### config.mk
export PLATFORM = sky130hd
export DESIGN_NAME = reference_trim_registers
export DESIGN_NICKNAME = d
export VERILOG_FILES = /design/src/rtl/reference_trim_pkg.sv /design/src/rtl/trim_reg_cell.sv /design/src/rtl/reference_trim_registers.sv
export VERILOG_INCLUDE_DIRS = /design/src /design/src/rtl
export SDC_FILE = /design/constraint.sdc
export NUM_CORES = 1
export LEC_CHECK = 0
export BUFFER_PORTS_ARGS = -buffer_cell sky130_fd_sc_hd__buf_2
export CORE_AREA = 2 2 70 72
export CTS_CLUSTER_DIAMETER = 40
export DETAILED_ROUTE_END_ITERATION = 16
export DIE_AREA = 0 0 72 74
export HOLD_SLACK_MARGIN = 0.15
export MAX_ROUTING_LAYER = met4
export PLACE_DENSITY = 0.86
export SYNTH_ARGS = -nofsm -noshare
export SYNTH_HDL_FRONTEND = slang
export SYNTH_SLANG_ARGS = --single-unit
### constraint.sdc
create_clock -name hclk -period 1.7 [get_ports hclk]
set_clock_uncertainty 0.05 [all_clocks]
set_input_delay 0.425 -clock hclk [delete_from_list [all_inputs] [get_ports hclk]]
set_output_delay 0.425 -clock hclk [all_outputs]
set_load 0.01 [all_outputs]
### src/rtl/reference_trim_regs.svh
`ifndef REFERENCE_TRIM_REGS_SVH
`define REFERENCE_TRIM_REGS_SVH

// register byte offsets, decoded on haddr[11:0]
`define CAL_RANGE_ADDR      12'h020
`define MARGIN_CTRL_ADDR    12'h030

// offset calibration range layout
`define CAL_SEL_MSB         2
`define CAL_SEL_LSB         0
`define CAL_SEL_WIDTH       3
`define CAL_RESET           3'h0

// reference margin control layout
`define MARGIN_EN_BIT       5
`define MARGIN_CODE_MSB     4
`define MARGIN_CODE_LSB     0
`define MARGIN_WIDTH        6
`define MARGIN_RESET        6'h00

// ahb-lite encodings
`define HTRANS_IDLE         2'h0
`define HRESP_OKAY          1'b0

`endif

### src/rtl/reference_trim_pkg.sv
`default_nettype none

package reference_trim_pkg;

   // calibration codes; the two top codes alias the 5.0 V setting
   typedef enum logic [2:0] {
      RANGE_5V0      = 3'h0,
      RANGE_4V5      = 3'h1,
      RANGE_4V096    = 3'h2,
      RANGE_3V3      = 3'h3,
      RANGE_3V0      = 3'h4,
      RANGE_2V5      = 3'h5,
      RANGE_5V0_ALT6 = 3'h6,
      RANGE_5V0_ALT7 = 3'h7
   } ref_range_t;

   // one bit per distinct reference voltage, bit 0 is 5.0 V
   typedef logic [5:0] range_onehot_t;

   // latched ahb address phase
   typedef struct packed {
      logic valid;
      logic write;
      logic sel_cal;
      logic sel_margin;
      logic lane0;
   } ahb_req_t;

   typedef struct packed {
      logic       enable;
      logic [4:0] code;
   } margin_cfg_t;

endpackage : reference_trim_pkg

`default_nettype wire

### src/rtl/trim_reg_cell.sv
`timescale 1ns/1ps
`default_nettype none

module trim_reg_cell #(
   parameter int unsigned     W   = 8,
   parameter logic [W-1:0]    RST = '0
) (
   input  wire logic          hclk,
   input  wire logic          hresetn,
   input  wire logic          we,
   input  wire logic [W-1:0]  wdata,
   output var  logic [W-1:0]  q
);

   logic [W-1:0] d;

   always_comb begin
      d = q;
      if (we) begin
         d = wdata;
      end
   end

   always_ff @(posedge hclk or negedge hresetn) begin
      if (!hresetn) begin
         q <= RST;
      end else begin
         q <= d;
      end
   end

endmodule : trim_reg_cell

`default_nettype wire

### src/rtl/reference_trim_registers.sv
`timescale 1ns/1ps
`default_nettype none

`include "reference_trim_regs.svh"

// Overview of operation
// - calibration register bits 7..3 always read back as zero
// - calibration bits 2..0 writable; codes 6 and 7 also select 5.0 V
// - margin register decoded at 030h, every bit zero after reset
// - margin register bits 7..6 always read back as zero
// - margin bit 5 is a writable enable, cleared by reset
// - margin bits 4..0 hold a writable code, cleared by reset
// - margin code is signed: zero none, 1..15 up, 16..31 down
module reference_trim_registers (
   input  wire logic                          hclk,
   input  wire logic                          hresetn,
   input  wire logic                          hsel,
   input  wire logic [31:0]                   haddr,
   input  wire logic [1:0]                    htrans,
   input  wire logic                          hwrite,
   input  wire logic [2:0]                    hsize,
   input  wire logic [31:0]                   hwdata,
   input  wire logic                          hready,
   output var  logic                          hreadyout,
   output var  logic [31:0]                   hrdata,
   output var  logic                          hresp,
   output var  reference_trim_pkg::ref_range_t   ref_range_select,
   output var  reference_trim_pkg::range_onehot_t ref_range_onehot,
   output var  logic                          margin_enable,
   output var  logic [4:0]                    margin_code,
   output var  logic signed [4:0]             margin_shift_code,
   output var  logic                          margin_shift_negative,
   output var  logic                          margin_shift_active
);
   import reference_trim_pkg::*;

   // ---------------- bus address phase ----------------
   ahb_req_t    req_d;
   ahb_req_t    req_q;
   logic        acc;
   logic        acc_read;
   logic        hit_cal;
   logic        hit_margin;

   assign acc        = hsel && hready && (htrans[1] == 1'b1);
   assign acc_read   = acc && !hwrite;
   assign hit_cal    = (haddr[11:0] == `CAL_RANGE_ADDR);
   assign hit_margin = (haddr[11:0] == `MARGIN_CTRL_ADDR);

   always_comb begin
      req_d            = '0;
      if (acc) begin
         req_d.valid      = 1'b1;
         req_d.write      = hwrite;
         req_d.sel_cal    = hit_cal;
         req_d.sel_margin = hit_margin;
         // narrow writes that miss byte lane 0 leave the fields alone
         req_d.lane0      = (haddr[1:0] == 2'h0);
      end
   end

   always_ff @(posedge hclk or negedge hresetn) begin
      if (!hresetn) begin
         req_q <= '0;
      end else begin
         req_q <= req_d;
      end
   end

   // ---------------- register storage ----------------
   logic                       cal_we;
   logic                       margin_we;
   logic [`CAL_SEL_WIDTH-1:0]  cal_q;
   logic [`MARGIN_WIDTH-1:0]   margin_q;
   margin_cfg_t                mcfg;

   assign cal_we    = req_q.valid && req_q.write && req_q.sel_cal &&
                      req_q.lane0;
   assign margin_we = req_q.valid && req_q.write && req_q.sel_margin &&
                      req_q.lane0;

   trim_reg_cell #(
      .W   (`CAL_SEL_WIDTH),
      .RST (`CAL_RESET)
   ) u_cal (
      .hclk    (hclk),
      .hresetn (hresetn),
      .we      (cal_we),
      .wdata   (hwdata[`CAL_SEL_MSB:`CAL_SEL_LSB]),
      .q       (cal_q)
   );

   // enable and code, both reset to zero
   trim_reg_cell #(
      .W   (`MARGIN_WIDTH),
      .RST (`MARGIN_RESET)
   ) u_margin (
      .hclk    (hclk),
      .hresetn (hresetn),
      .we      (margin_we),
      .wdata   (hwdata[`MARGIN_EN_BIT:`MARGIN_CODE_LSB]),
      .q       (margin_q)
   );

   assign mcfg = margin_cfg_t'(margin_q);

   // ---------------- read data ----------------
   // a read whose address phase overlaps a pending write data phase to
   // the same register sees the new value, not the stale one
   logic [`CAL_SEL_WIDTH-1:0]  cal_fwd;
   logic [`MARGIN_WIDTH-1:0]   margin_fwd;
   logic [31:0]                hrdata_d;
   logic                       hreadyout_d;
   logic                       hresp_d;

   always_comb begin
      cal_fwd    = cal_q;
      margin_fwd = margin_q;
      if (cal_we) begin
         cal_fwd = hwdata[`CAL_SEL_MSB:`CAL_SEL_LSB];
      end
      if (margin_we) begin
         margin_fwd = hwdata[`MARGIN_EN_BIT:`MARGIN_CODE_LSB];
      end
   end

   always_comb begin
      hrdata_d    = 32'h0000_0000;
      // zero wait states, so the slave is never busy
      hreadyout_d = 1'b1;
      hresp_d     = `HRESP_OKAY;
      if (acc_read) begin
         if (hit_cal) begin
            hrdata_d[`CAL_SEL_MSB:`CAL_SEL_LSB] = cal_fwd;
         end else if (hit_margin) begin
            hrdata_d[`MARGIN_EN_BIT:`MARGIN_CODE_LSB] = margin_fwd;
         end
      end
   end

   always_ff @(posedge hclk or negedge hresetn) begin
      if (!hresetn) begin
         hrdata    <= 32'h0000_0000;
         hreadyout <= 1'b1;
         hresp     <= `HRESP_OKAY;
      end else begin
         hrdata    <= hrdata_d;
         hreadyout <= hreadyout_d;
         hresp     <= hresp_d;
      end
   end

   // ---------------- analogue control outputs ----------------
   // registered once more so every output comes from a flop; they lag
   // the stored fields by one cycle
   ref_range_t            range_d;
   range_onehot_t         onehot_d;
   logic                  men_d;
   logic [4:0]            mcode_d;
   logic signed [4:0]     shift_d;
   logic                  neg_d;
   logic                  active_d;

   always_comb begin
      range_d  = ref_range_t'(cal_q);
      onehot_d = 6'h01;
      // code decode with 5.0 V aliases
      unique case (ref_range_t'(cal_q))
         RANGE_5V0:      onehot_d = 6'h01;
         RANGE_4V5:      onehot_d = 6'h02;
         RANGE_4V096:    onehot_d = 6'h04;
         RANGE_3V3:      onehot_d = 6'h08;
         RANGE_3V0:      onehot_d = 6'h10;
         RANGE_2V5:      onehot_d = 6'h20;
         RANGE_5V0_ALT6: onehot_d = 6'h01;
         RANGE_5V0_ALT7: onehot_d = 6'h01;
      endcase
   end

   always_comb begin
      men_d    = mcfg.enable;
      mcode_d  = mcfg.code;
      shift_d  = 5'sh00;
      neg_d    = 1'b0;
      active_d = 1'b0;
      if (mcfg.enable) begin
         // two's complement, 10000b is the deepest step down
         shift_d  = $signed(mcfg.code);
         neg_d    = mcfg.code[4];
         active_d = (mcfg.code != 5'h00);
      end
   end

   always_ff @(posedge hclk or negedge hresetn) begin
      if (!hresetn) begin
         ref_range_select      <= RANGE_5V0;
         ref_range_onehot      <= 6'h01;
         margin_enable         <= 1'b0;
         margin_code           <= 5'h00;
         margin_shift_code     <= 5'sh00;
         margin_shift_negative <= 1'b0;
         margin_shift_active   <= 1'b0;
      end else begin
         ref_range_select      <= range_d;
         ref_range_onehot      <= onehot_d;
         margin_enable         <= men_d;
         margin_code           <= mcode_d;
         margin_shift_code     <= shift_d;
         margin_shift_negative <= neg_d;
         margin_shift_active   <= active_d;
      end
   end

   // ---------------- assertions ----------------
   AST_CAL_RESERVED_ZERO: assert property (
      @(posedge hclk) disable iff (!hresetn)
      (acc_read && hit_cal) |=> (hrdata[31:3] == 29'h0000_0000))
      else $error("calibration reserved bits read nonzero");

   AST_CAL_WRITE_TAKES: assert property (
      @(posedge hclk) disable iff (!hresetn)
      (acc && hwrite && hit_cal && (haddr[1:0] == 2'h0)) ##1 1'b1
      |=> (cal_q == $past(hwdata[2:0])) ##1
          (ref_range_select == ref_range_t'($past(hwdata[2:0], 2))))
      else $error("calibration write not stored or not driven out");

   AST_RANGE_ALIAS_5V0: assert property (
      @(posedge hclk) disable iff (!hresetn)
      (cal_q[2:1] == 2'h3) |=> (ref_range_onehot == 6'h01))
      else $error("top calibration codes do not select 5.0 V");

   AST_MARGIN_DECODE: assert property (
      @(posedge hclk) disable iff (!hresetn)
      (acc && hwrite && hit_margin && (haddr[1:0] == 2'h0)) ##1 1'b1
      |=> (margin_q == $past(hwdata[5:0])))
      else $error("write at margin offset not stored");

   AST_MARGIN_RESERVED_ZERO: assert property (
      @(posedge hclk) disable iff (!hresetn)
      (acc_read && hit_margin) |=> (hrdata[31:6] == 26'h000_0000))
      else $error("margin reserved bits read nonzero");

   AST_MARGIN_OFF_NO_SHIFT: assert property (
      @(posedge hclk) disable iff (!hresetn)
      !margin_enable |-> ((margin_shift_code == 5'sh00) &&
                          !margin_shift_active && !margin_shift_negative))
      else $error("shift applied while margining disabled");

   AST_MARGIN_CODE_READBACK: assert property (
      @(posedge hclk) disable iff (!hresetn)
      (acc_read && hit_margin && !margin_we)
      |=> (hrdata[5:0] == $past(margin_q)))
      else $error("margin readback differs from stored value");

   AST_MARGIN_SIGNED: assert property (
      @(posedge hclk) disable iff (!hresetn)
      margin_enable |-> ((margin_shift_negative == margin_code[4]) &&
                         (margin_shift_code == $signed(margin_code)) &&
                         (margin_shift_active == (margin_code != 5'h00))))
      else $error("margin code sign handling wrong");

   AST_CAL_RESET_ZERO: assert property (
      @(posedge hclk)
      !hresetn |-> ((cal_q == 3'h0) && (ref_range_select == RANGE_5V0)))
      else $error("calibration select not cleared by reset");

   AST_MARGIN_RESET_ZERO: assert property (
      @(posedge hclk)
      !hresetn |-> ((margin_q == 6'h00) && !margin_enable &&
                    (margin_code == 5'h00)))
      else $error("margin register not cleared by reset");

   AST_CAL_HOLDS: assert property (
      @(posedge hclk) disable iff (!hresetn)
      !cal_we |=> $stable(cal_q))
      else $error("calibration select changed without a write");

   AST_MARGIN_HOLDS: assert property (
      @(posedge hclk) disable iff (!hresetn)
      !margin_we |=> $stable(margin_q))
      else $error("margin register changed without a write");

   AST_MARGIN_ENABLE_OUT: assert property (
      @(posedge hclk) disable iff (!hresetn)
      1'b1 |=> (margin_enable == $past(margin_q[`MARGIN_EN_BIT])))
      else $error("margin enable output does not follow the register");

   AST_MARGIN_CODE_OUT: assert property (
      @(posedge hclk) disable iff (!hresetn)
      1'b1 |=> (margin_code == $past(margin_q[4:0])))
      else $error("margin code output does not follow the register");

   AST_RANGE_ONEHOT_DECODE: assert property (
      @(posedge hclk) disable iff (!hresetn)
      (cal_q <= 3'h5) |=> (ref_range_onehot == (6'h01 << $past(cal_q))))
      else $error("calibration code decodes to the wrong range");

   AST_UNMAPPED_READ_ZERO: assert property (
      @(posedge hclk) disable iff (!hresetn)
      (acc_read && !hit_cal && !hit_margin) |=> (hrdata == 32'h0000_0000))
      else $error("read outside the two registers returned data");

endmodule : reference_trim_registers

`default_nettype wire

==> impl_metrics.tcl, run 1 <==
set metrics [dict create \
    grt_max_degree 42 \
    timing.final.crit_share_pct 82.0 \
    yosys-top-cells-area "dfrtp_1 (58%), buf_4 (13%), mux2_2 (7.9%)" \
    synth.largest_area_cell "dfrtp_1" \
    drv_slew 0 \
    setup_slack_ps 306 \
    yosysWarnings 0 \
    multi_input_area_sq_um 564 \
    grt_usage_pct 10.5 \
    hold_buffers 1 \
    seq_area_sq_um 1030 \
    arrival_ps 920 \
    outcome "finished, final reports clean" \
    synth-simple-area-share_pct 14.9 \
    synthCells 133 \
    path_class "flop to primary output" \
    max_freq_ghz 0.717 \
    first_pass_iters 4 \
    crit_required_ps 1220 \
    numCtsBuffers 5 \
    die_w_microns 72 \
    ir_drop_uv 439 \
    cts_setup_buffers 0 \
    drt_drc_violations_left 0 \
    via_per_inst 4.27 \
    cts_max_path_buffers 2 \
    antenna_found_initial 0 \
    fin_setup_tns_ps 0 \
    cp_num_buf_inv 1 \
    rsz0062_at_grt "no" \
    n_fill_cell 429 \
    nNetsFinal 264 \
    powerDensity_nw_per_um2 953 \
    synth_top_family_by_area "simple AND/OR/NAND/NOR gates" \
    synth_seq_area_share_pct 59.7 \
    hp-class "input port to flop" \
    synthAdderAreaFrac_pct 0 \
    clkLatencyLatePin_ps 290 \
    yosysTopAreaCellShare_pct 58.2 \
    setup_viol_count_final 0 \
    areaGrowthSynthToFinish_pct 19.6 \
    yosys-top-cells-count "dfrtp_1 (40), buf_4 (29), mux2_2 (12), nor3b_1 (8)" \
    place_area_sq_um 1930 \
    gp_congestion 0.812 \
    final_cell_area_sq_um 2060 \
    yosys.area_share.xor_xnor_pct 0 \
    cts.clk_slew.worst_paths_ps 70 \
    grt_pass1_wl_mm 3.98 \
    cpMaxStageDelayCell "dfstp_2" \
    place_ws_ps 217 \
    ant_nets 0 \
    die-height_microns 74 \
    crit_fanout 1 \
    core.rowCount 25 \
    syn_area_sq_um 1720 \
    ys_seq_elements 41 \
    hold_violations 0 \
    drive_gt1_share_pct 39.3 \
    core_sq_um 4600 \
    overflow 0 \
    drt_iter0_drc 70 \
    synth-compound-area-share_pct 2.18 \
    synthDistinctLibCells 25 \
    ys.flop_type "dfrtp_1" \
    totalWireLength_mm 2.68 \
    num_io_pins 130 \
    post-route-util_pct 44.8 \
    htree_levels 2 \
    p_leak_nw 1.09 \
    cp-start-kind "flop" \
    vias 1047 \
    path_delay_family "flip-flops" \
    avgSynthCellArea_sq_um 12.9 \
    ctsResizeCount 0 \
    cts.sinks 41 \
    path_cells "buf_2" \
    diodes 0 \
    cts_root_buf "clkbuf_8" \
    dieArea_sq_um 5330 \
    synthArstFlopShare_pct 100 \
    synth_edf_count 0 \
    maxCapViolations 0 \
    wl_per_cell_microns 10.9 \
    port_buffers 51 \
    synth_mux_area_share_pct 9.60 \
    grt_pass1_vias 880 \
    cp-end-kind "primary output" \
    min_period_ps 1390 \
    cp_slowest_stage_delay_ps 510 \
    yosysMostFrequentCell "dfrtp_1" \
    cts_tree "built" \
    initial_core_util_pct 37.4 \
]
## logic make-up (layout without fill, tap and decap cells)
group	count (synthesis)	after routing
DFF	41	41
other	2	28
and+or+nand+nor	39	39
AOI/OAI and AO/OA	5	5
buffers and inverters	31	63
muxes	15	15
## sequential cells by signal, indices dropped and copies added, names as in the netlist
name,count
hrdata,6
ref_range_onehot,6
u_margin.q,6
margin_code,5
margin_shift_code,5
req_q,5
ref_range_select,3
u_cal.q,3
margin_enable,1
margin_shift_active,1
## metal layers
metal  global-route usage (%)  vias up  routed length (microns)
li1                         -      502                        -
met1                     10.3      483                     1030
met4                     7.76        0                       83
met2                     17.1       55                     1290
met3                     4.07        7                      282
met5                        -        -                        0
## per-stage QoR
step / hold WS (ps) / cells / power, mW
2_1_floorplan: 79.4 / 159 / 1.19
3_3_place_gp: 347 / 236 / 1.22
3_5_place_dp: 343 / 236 / 1.22
4_1_cts: 252 / 245 / 1.99
5_1_grt: 271 / 245 / 2.03
6_report: 261 / 245 / 1.96
## where the power goes
part	switching [mW]	total, mW	internal, mW
Sequential	0.0232	1.04	1.01
Clock	0.320	0.759	0.439
Combinational	0.0981	0.167	0.0686
## area by class of cell
| cell class | instances | share of cell area (%) |
|---|---|---|
| inverters | 1 | 0.182 |
| well taps | 54 | 3.28 |
| multi-input cells | 87 | 27.4 |
| clock buffers | 5 | 3.34 |
| repair buffers | 54 | 13.6 |
| clock inverters | 3 | 2.25 |
| flip-flops and latches | 41 | 49.9 |
## cell usage in the layout, fill, tap and decap left out, types with 2 or more instances in the layout
master	netlist	routed
a211oi_1	3	3
and3b_1	2	2
mux2_2	12	12
nor2_1	2	2
clkbuf_8	0	5
nand4_1	2	2
dfrtp_1	40	40
buf_2	1	51
nand2_1	6	6
and2b_1	2	2
and2_1	6	6
nor2b_1	4	4
buf_4	29	2
nor3b_1	8	8
mux2i_1	3	3
conb_1	2	28
nor4_1	2	2
## worst paths after layout
path,to,slack (ps),startpoint,depth (start not counted)
max,ref_range_onehot[0],310,ref_range_onehot[0]$_DFF_PN1_,1
min,req_q[0]$_DFF_PN0_,260,haddr[1],2
max reg2reg,hrdata[2]$_DFF_PN0_,380,req_q[4]$_DFF_PN0_,3
min reg2reg,margin_code[4]$_DFF_PN0_,360,u_margin.q[4]$_DFF_PN0_,0
max in group asynchronous,ref_range_onehot[0]$_DFF_PN1_,590,hresetn,3
min in group asynchronous,margin_shift_code[4]$_DFF_PN0_,650,hresetn,3
Note: power is estimated with default switching activity, not from simulation.
==> inputs of run 2 (changes only) <==
CORE_AREA = 2 2 73 75   (was 2 2 70 72)
DIE_AREA = 0 0 75 77   (was 0 0 72 74)
PLACE_DENSITY = 0.84   (was 0.86)
clock period = 1.2 ns   (was 1.7 ns; I/O delays follow)
==> impl_metrics.tcl, run 2 (same netlist as run 1, synthesis figures left out) <==
set metrics [dict create \
    final_cell_area_sq_um 2340 \
    first_pass_iters 4 \
    final_cells 280 \
    crit_fanout 5 \
    cts.sinks 41 \
    dp_hpwl_mm 2.24 \
    cp-end-kind "flop" \
    path_cells "nand4_4, mux2_4, a211oi_2" \
    post-route-util_pct 47.1 \
    path_class "flop to flop" \
    totalWireLength_mm 3.21 \
    p_sw_share_pct 22.5 \
    cp.depth 3 \
    via_per_inst 4.19 \
    hold_depth 2 \
    violations "negative setup slack" \
    gp_congestion 0.799 \
    reg_top3 "hrdata x6, ref_range_onehot x6, u_margin.q x6" \
    maxCapViolations 0 \
    clkLatencyLatePin_ps 290 \
    pwr-share-clk_pct 37.4 \
    drv_slew 0 \
    cp-start-kind "flop" \
    grt_max_degree 23 \
    seqPwrFrac_pct 51.6 \
    htree_levels 2 \
    die-height_microns 77 \
    vias 1172 \
    n_fill_cell 461 \
    drive_gt1_share_pct 48.1 \
    drt_iter0_drc 71 \
    cp_slowest_stage_delay_ps 420 \
    core.rowCount 26 \
    hold_violations 0 \
    wl_per_cell_microns 11.5 \
    outcome "finished, violations left" \
    drt_drc_violations_left 0 \
    timing.final.crit_share_pct 108 \
    cpMaxStageDelayCell "dfrtp_2" \
    p_int_mw 2.20 \
    dieArea_sq_um 5780 \
    cts_tree "built" \
    pwr-share-comb_pct 11.0 \
    areaGrowthSynthToFinish_pct 36.2 \
    cts.clk_slew.worst_paths_ps 80 \
    min_period_ps 1290 \
    final_common_cell "buf_2" \
    die_w_microns 75 \
    port_buffers 51 \
    nNetsFinal 283 \
    powerDensity_nw_per_um2 1210 \
    setup_slack_ps -91.6 \
    crit_required_ps 1340 \
    antenna_found_initial 0 \
    final_cell_mix "buf_2 (50), dfrtp_1 (36), conb_1 (28)" \
    place_inst 266 \
    switchingPower_uw 637 \
    numCtsBuffers 5 \
    hp-class "input port to flop" \
    overflow 0 \
    grt_pass1_wl_mm 5.09 \
    setup_viol_count_final 12 \
    rr_worst_depth 3 \
    grt_usage_pct 12.3 \
    grt_pass1_vias 1116 \
    rsz0062_at_grt "yes" \
    core_sq_um 4980 \
    path_delay_family "flip-flops" \
    max_freq_ghz 0.774 \
    initial_core_util_pct 34.6 \
    place_area_sq_um 2100 \
    cp_num_buf_inv 0 \
    p_leak_nw 1.26 \
    cts_max_path_buffers 2 \
    holdWs_ps 206 \
    cts_root_buf "clkbuf_8" \
    ir_drop_uv 509 \
    ant_nets 0 \
    num_io_pins 130 \
    diodes 0 \
    arrival_ps 1430 \
]
-- run 2: path summary, 6_finish.rpt --
path                                         start                            end  slack, ps
setup / recovery                req_q[4]$_DFF_PN0_            hrdata[2]$_DFF_PN0_        -90
hold / removal                           hwdata[4]        u_margin.q[4]$_DFF_PN0_        210
setup reg to reg                req_q[4]$_DFF_PN0_            hrdata[2]$_DFF_PN0_        -90
hold reg to reg            u_margin.q[3]$_DFF_PN0_       margin_code[3]$_DFF_PN0_        400
max in group asynchronous                  hresetn             req_q[0]$_DFF_PN0_        290
min in group asynchronous                  hresetn  ref_range_select[2]$_DFF_PN0_        390
-- run 2: power groups by stage --
stage	clock network, mW	registers [mW]	logic (mW)
after floorplan	0	1.51	0.177
after global placement	0	1.48	0.282
after detailed placement	0	1.49	0.289
after CTS	1.08	1.46	0.307
after global routing	1.15	1.47	0.344
final	1.06	1.46	0.311
-- run 2: area by class of cell --
cell class,instances,area (sq um),share of cell area [%]
repair buffers,72,464,19.8
clock buffers,6,72.6,3.10
inverters,1,3.75,0.160
clock inverters,2,35.0,1.49
multi-input cells,88,648,27.7
well taps,70,87.6,3.74
flip-flops and latches,41,1030,44.0
-- run 2: worst reg2reg max path, stage by stage (launching register included) --
cell      delay, ps
dfrtp_2         420
nand4_4         180
mux2_4          340
a211oi_2        210
-- run 2: per-layer routing --
layer	global-route usage (%)	wire, microns	vias up
li1	-	-	545
met1	13.5	1230	554
met3	4.47	292	7
met2	19.2	1590	66
met5	-	0	-
met4	6.43	95	0
-- run 2: stage by stage --
stage	TNS, ps	worst slack [ps]	power, mW
6_report	-707	-91.6	2.83
5_1_grt	-1230	-135	2.96
4_1_cts	-823	-104	2.85
3_5_place_dp	-931	-150	1.77
3_3_place_gp	-633	-120	1.76
2_1_floorplan	-63.7	-15.8	1.69
-- run 2: what timing repair did --
item | CTS | global route
hold buffers | 2 | 0
buffers inserted | 3 | 0
pin swaps | 5 | 0
hold endpoints to repair | 37 | 0
endpoints found under the setup margin | 12 | 14
resized for setup | 11 | 7
gates cloned | 1 | 0
==> inputs of run 3 (changes only) <==
CORE_AREA = 2 2 74 76   (was 2 2 73 75)
DIE_AREA = 0 0 76 78   (was 0 0 75 77)
PLACE_DENSITY = default   (was 0.84)
PLACE_DENSITY_LB_ADDON = 0.1   (was default)
SYNTH_HIERARCHICAL = 1   (was default)
==> impl_metrics.tcl, run 3 <==
set metrics [dict create \
    dp_hpwl_mm 2.44 \
    cp-startpoint "req_q[0]$_DFF_PN0_" \
    p_int_mw 2.27 \
    core_sq_um 5040 \
    wl_per_cell_microns 11.5 \
    cts_tree "built" \
    worstReg2RegStart "req_q[0]$_DFF_PN0_" \
    yosysTopAreaCellShare_pct 56.3 \
    setup_viol_count_final 16 \
    timing.final.crit_share_pct 106 \
    antenna_found_initial 0 \
    yosys-top-cells-area "dfrtp_1 (56%), buf_4 (12%), mux2_4 (5.1%)" \
    cts_max_path_buffers 2 \
    final_cell_mix "buf_2 (50), dfrtp_1 (40), conb_1 (28)" \
    ant_nets 0 \
    drive_gt1_share_pct 45.7 \
    syn_area_sq_um 1780 \
    switchingPower_uw 568 \
    maxCapViolations 0 \
    reg_top3 "hrdata x6, ref_range_onehot x6, u_margin/q x6" \
    vias 1153 \
    die-height_microns 78 \
    overflow 0 \
    synth.largest_area_cell "dfrtp_1" \
    grt_usage_pct 12.4 \
    cts.clk_slew.worst_paths_ps 80 \
    synthDistinctLibCells 28 \
    via_per_inst 4.15 \
    rrSetupSlack_ps -70 \
    cp-start-kind "flop" \
    p_sw_share_pct 20.0 \
    grt_max_degree 26 \
    cp-endpoint "hrdata[1]$_DFF_PN0_" \
    yosys-top-cells-count "dfrtp_1 (40), buf_4 (29), and2_1 (9), mux2_4 (6), nor3b_1 (5)" \
    clkLatencyLatePin_ps 290 \
    cp-end-kind "flop" \
    reg2reg_to "hrdata[1]$_DFF_PN0_" \
    num_io_pins 130 \
    pwr-share-clk_pct 45.2 \
    htree_levels 2 \
    initial_core_util_pct 35.3 \
    yosysMostFrequentCell "dfrtp_1" \
    violations "negative setup slack" \
    fin_total_pwr_mw 2.84 \
    yosysWarnings 6 \
    port_buffers 51 \
    nNetsFinal 281 \
    totalWireLength_mm 3.19 \
    numCtsBuffers 5 \
    rr_worst_depth 4 \
    hold_violations 0 \
    drv_slew 0 \
    dieArea_sq_um 5930 \
    synthArstFlopShare_pct 100 \
    areaGrowthSynthToFinish_pct 31.1 \
    gp_congestion 0.736 \
    max_freq_ghz 0.789 \
    cts_root_buf "clkbuf_8" \
    powerDensity_nw_per_um2 1220 \
    hp-class "input port to flop" \
    final_common_cell "buf_2" \
    rsz0062_at_grt "yes" \
    drt_drc_violations_left 0 \
    crit_fanout 6 \
    seqPwrFrac_pct 48.8 \
    min_period_ps 1270 \
    path_class "flop to flop" \
    die_w_microns 76 \
    diodes 0 \
    place_inst 268 \
    core.rowCount 26 \
    n_fill_cell 480 \
    pwr-share-comb_pct 5.9 \
    grt_pass1_vias 1195 \
    crit_required_ps 1360 \
    outcome "finished, violations left" \
    avgSynthCellArea_sq_um 13.1 \
    ys.flop_type "dfrtp_1" \
    ir_drop_uv 442 \
    final_cells 278 \
    p_leak_nw 1.30 \
    setup_slack_ps -67.8 \
    cts.sinks 41 \
    synth_edf_count 0 \
    ys_seq_elements 41 \
    arrival_ps 1420 \
    synth_seq_area_share_pct 57.8 \
    synthCells 136 \
    drt_iter0_drc 34 \
    first_pass_iters 3 \
    grt_pass1_wl_mm 5.58 \
]
==> run 3: changes by cell type in the layout (fill, tap and decap cells not counted), sizes merged, moves of 2 or more <==
cell,delta
nand2,-3
and2,+3
nor2b,-4
and2b,-2
nor3b,-3
a32oi,+3
nand2b,+3
mux2,-3
o22a,+3
buf,-2
nor3,+3
==> run 3: worst min-delay path by stage <==
stage / startpoint / cells after the start / slack [ps] / endpoint
final: hwdata[5] / 2 / 210 / u_margin/q[5]$_DFFE_PN0P_
after CTS: hwdata[5] / 2 / 200 / u_margin/q[5]$_DFFE_PN0P_
after global placement: hresetn / 1 / 150 / u_cal/q[0]$_DFFE_PN0P_
after detailed placement: hresetn / 1 / 160 / ref_range_onehot[4]$_DFF_PN0_
after global routing: hwdata[5] / 2 / 190 / u_margin/q[5]$_DFFE_PN0P_
after floorplan: hresetn / 0 / -50 / hrdata[0]$_DFF_PN0_
==> run 3: logic make-up after synthesis <==
| group | after synthesis | synth area share (%) |
|---|---|---|
| AOI/OAI and AO/OA | 11 | 5.07 |
| buffers and inverters | 34 | 13.8 |
| DFF | 41 | 57.8 |
| muxes | 12 | 8.66 |
| other | 2 | 0.422 |
| and+or+nand+nor | 36 | 14.3 |
==> run 3: what timing repair did <==
| action | in CTS | in global routing |
|---|---|---|
| hold buffers | 1 | 0 |
| setup buffers | 1 | 0 |
| cloned | 0 | 0 |
| pin swaps | 2 | 0 |
| endpoints found under the hold margin | 41 | 0 |
| resized for setup | 13 | 2 |
| endpoints found under the setup margin | 17 | 19 |
==> run 3: layer usage <==
layer / share of wire [%] / vias up / routed length [microns] / global-route usage, %
met1: 40 / 534 / 1280 / 13.9
li1: - / 552 / - / -
met5: 0 / - / 0 / -
met3: 7.6 / 8 / 242 / 3.72
met4: 2.6 / 0 / 83 / 6.55
met2: 50 / 59 / 1580 / 20.1
==> run 3: per-stage QoR <==
step                      setup slack [ps]  cell area, sq um  TNS, ps  util, %  hold WS (ps)
after global routing                  -176              2330    -1620     46.2           192
after CTS                            -67.4              2330     -773     46.2           197
after detailed placement              -255              2130    -2220     42.2           159
after global placement                -233              2130    -2130     42.2           152
after floorplan                      -17.2              1880     -146        -         -45.6
final                                -67.8              2330     -676     46.2           206
==> run 3: critical path, cell delays in order, from the launching register on <==
cell      delay, ps
dfrtp_1         390
nand4_1         150
buf_6           180
o22a_1          220
a211oi_2        190
==> run 3: cell type report <==
class                           count  area (sq um)  share of cell area (%)
Clock buffer                        5          68.8                    2.95
Clock inverter                      3          65.1                    2.79
Inverter                            3          21.3                   0.913
Multi-Input combinational cell     87           638                    27.4
Sequential cell                    41          1030                    44.1
Tap cell                           70          87.6                    3.76
Timing Repair Buffer               69           423                    18.1
==> run 3: power by group through the flow <==
| stage | logic, mW | registers, mW | clock network [mW] |
|---|---|---|---|
| 2_1_floorplan | 0.128 | 1.41 | 0 |
| 3_3_place_gp | 0.161 | 1.41 | 0 |
| 3_5_place_dp | 0.164 | 1.41 | 0 |
| 4_1_cts | 0.168 | 1.38 | 1.32 |
| 5_1_grt | 0.189 | 1.39 | 1.38 |
| 6_report | 0.168 | 1.39 | 1.28 |
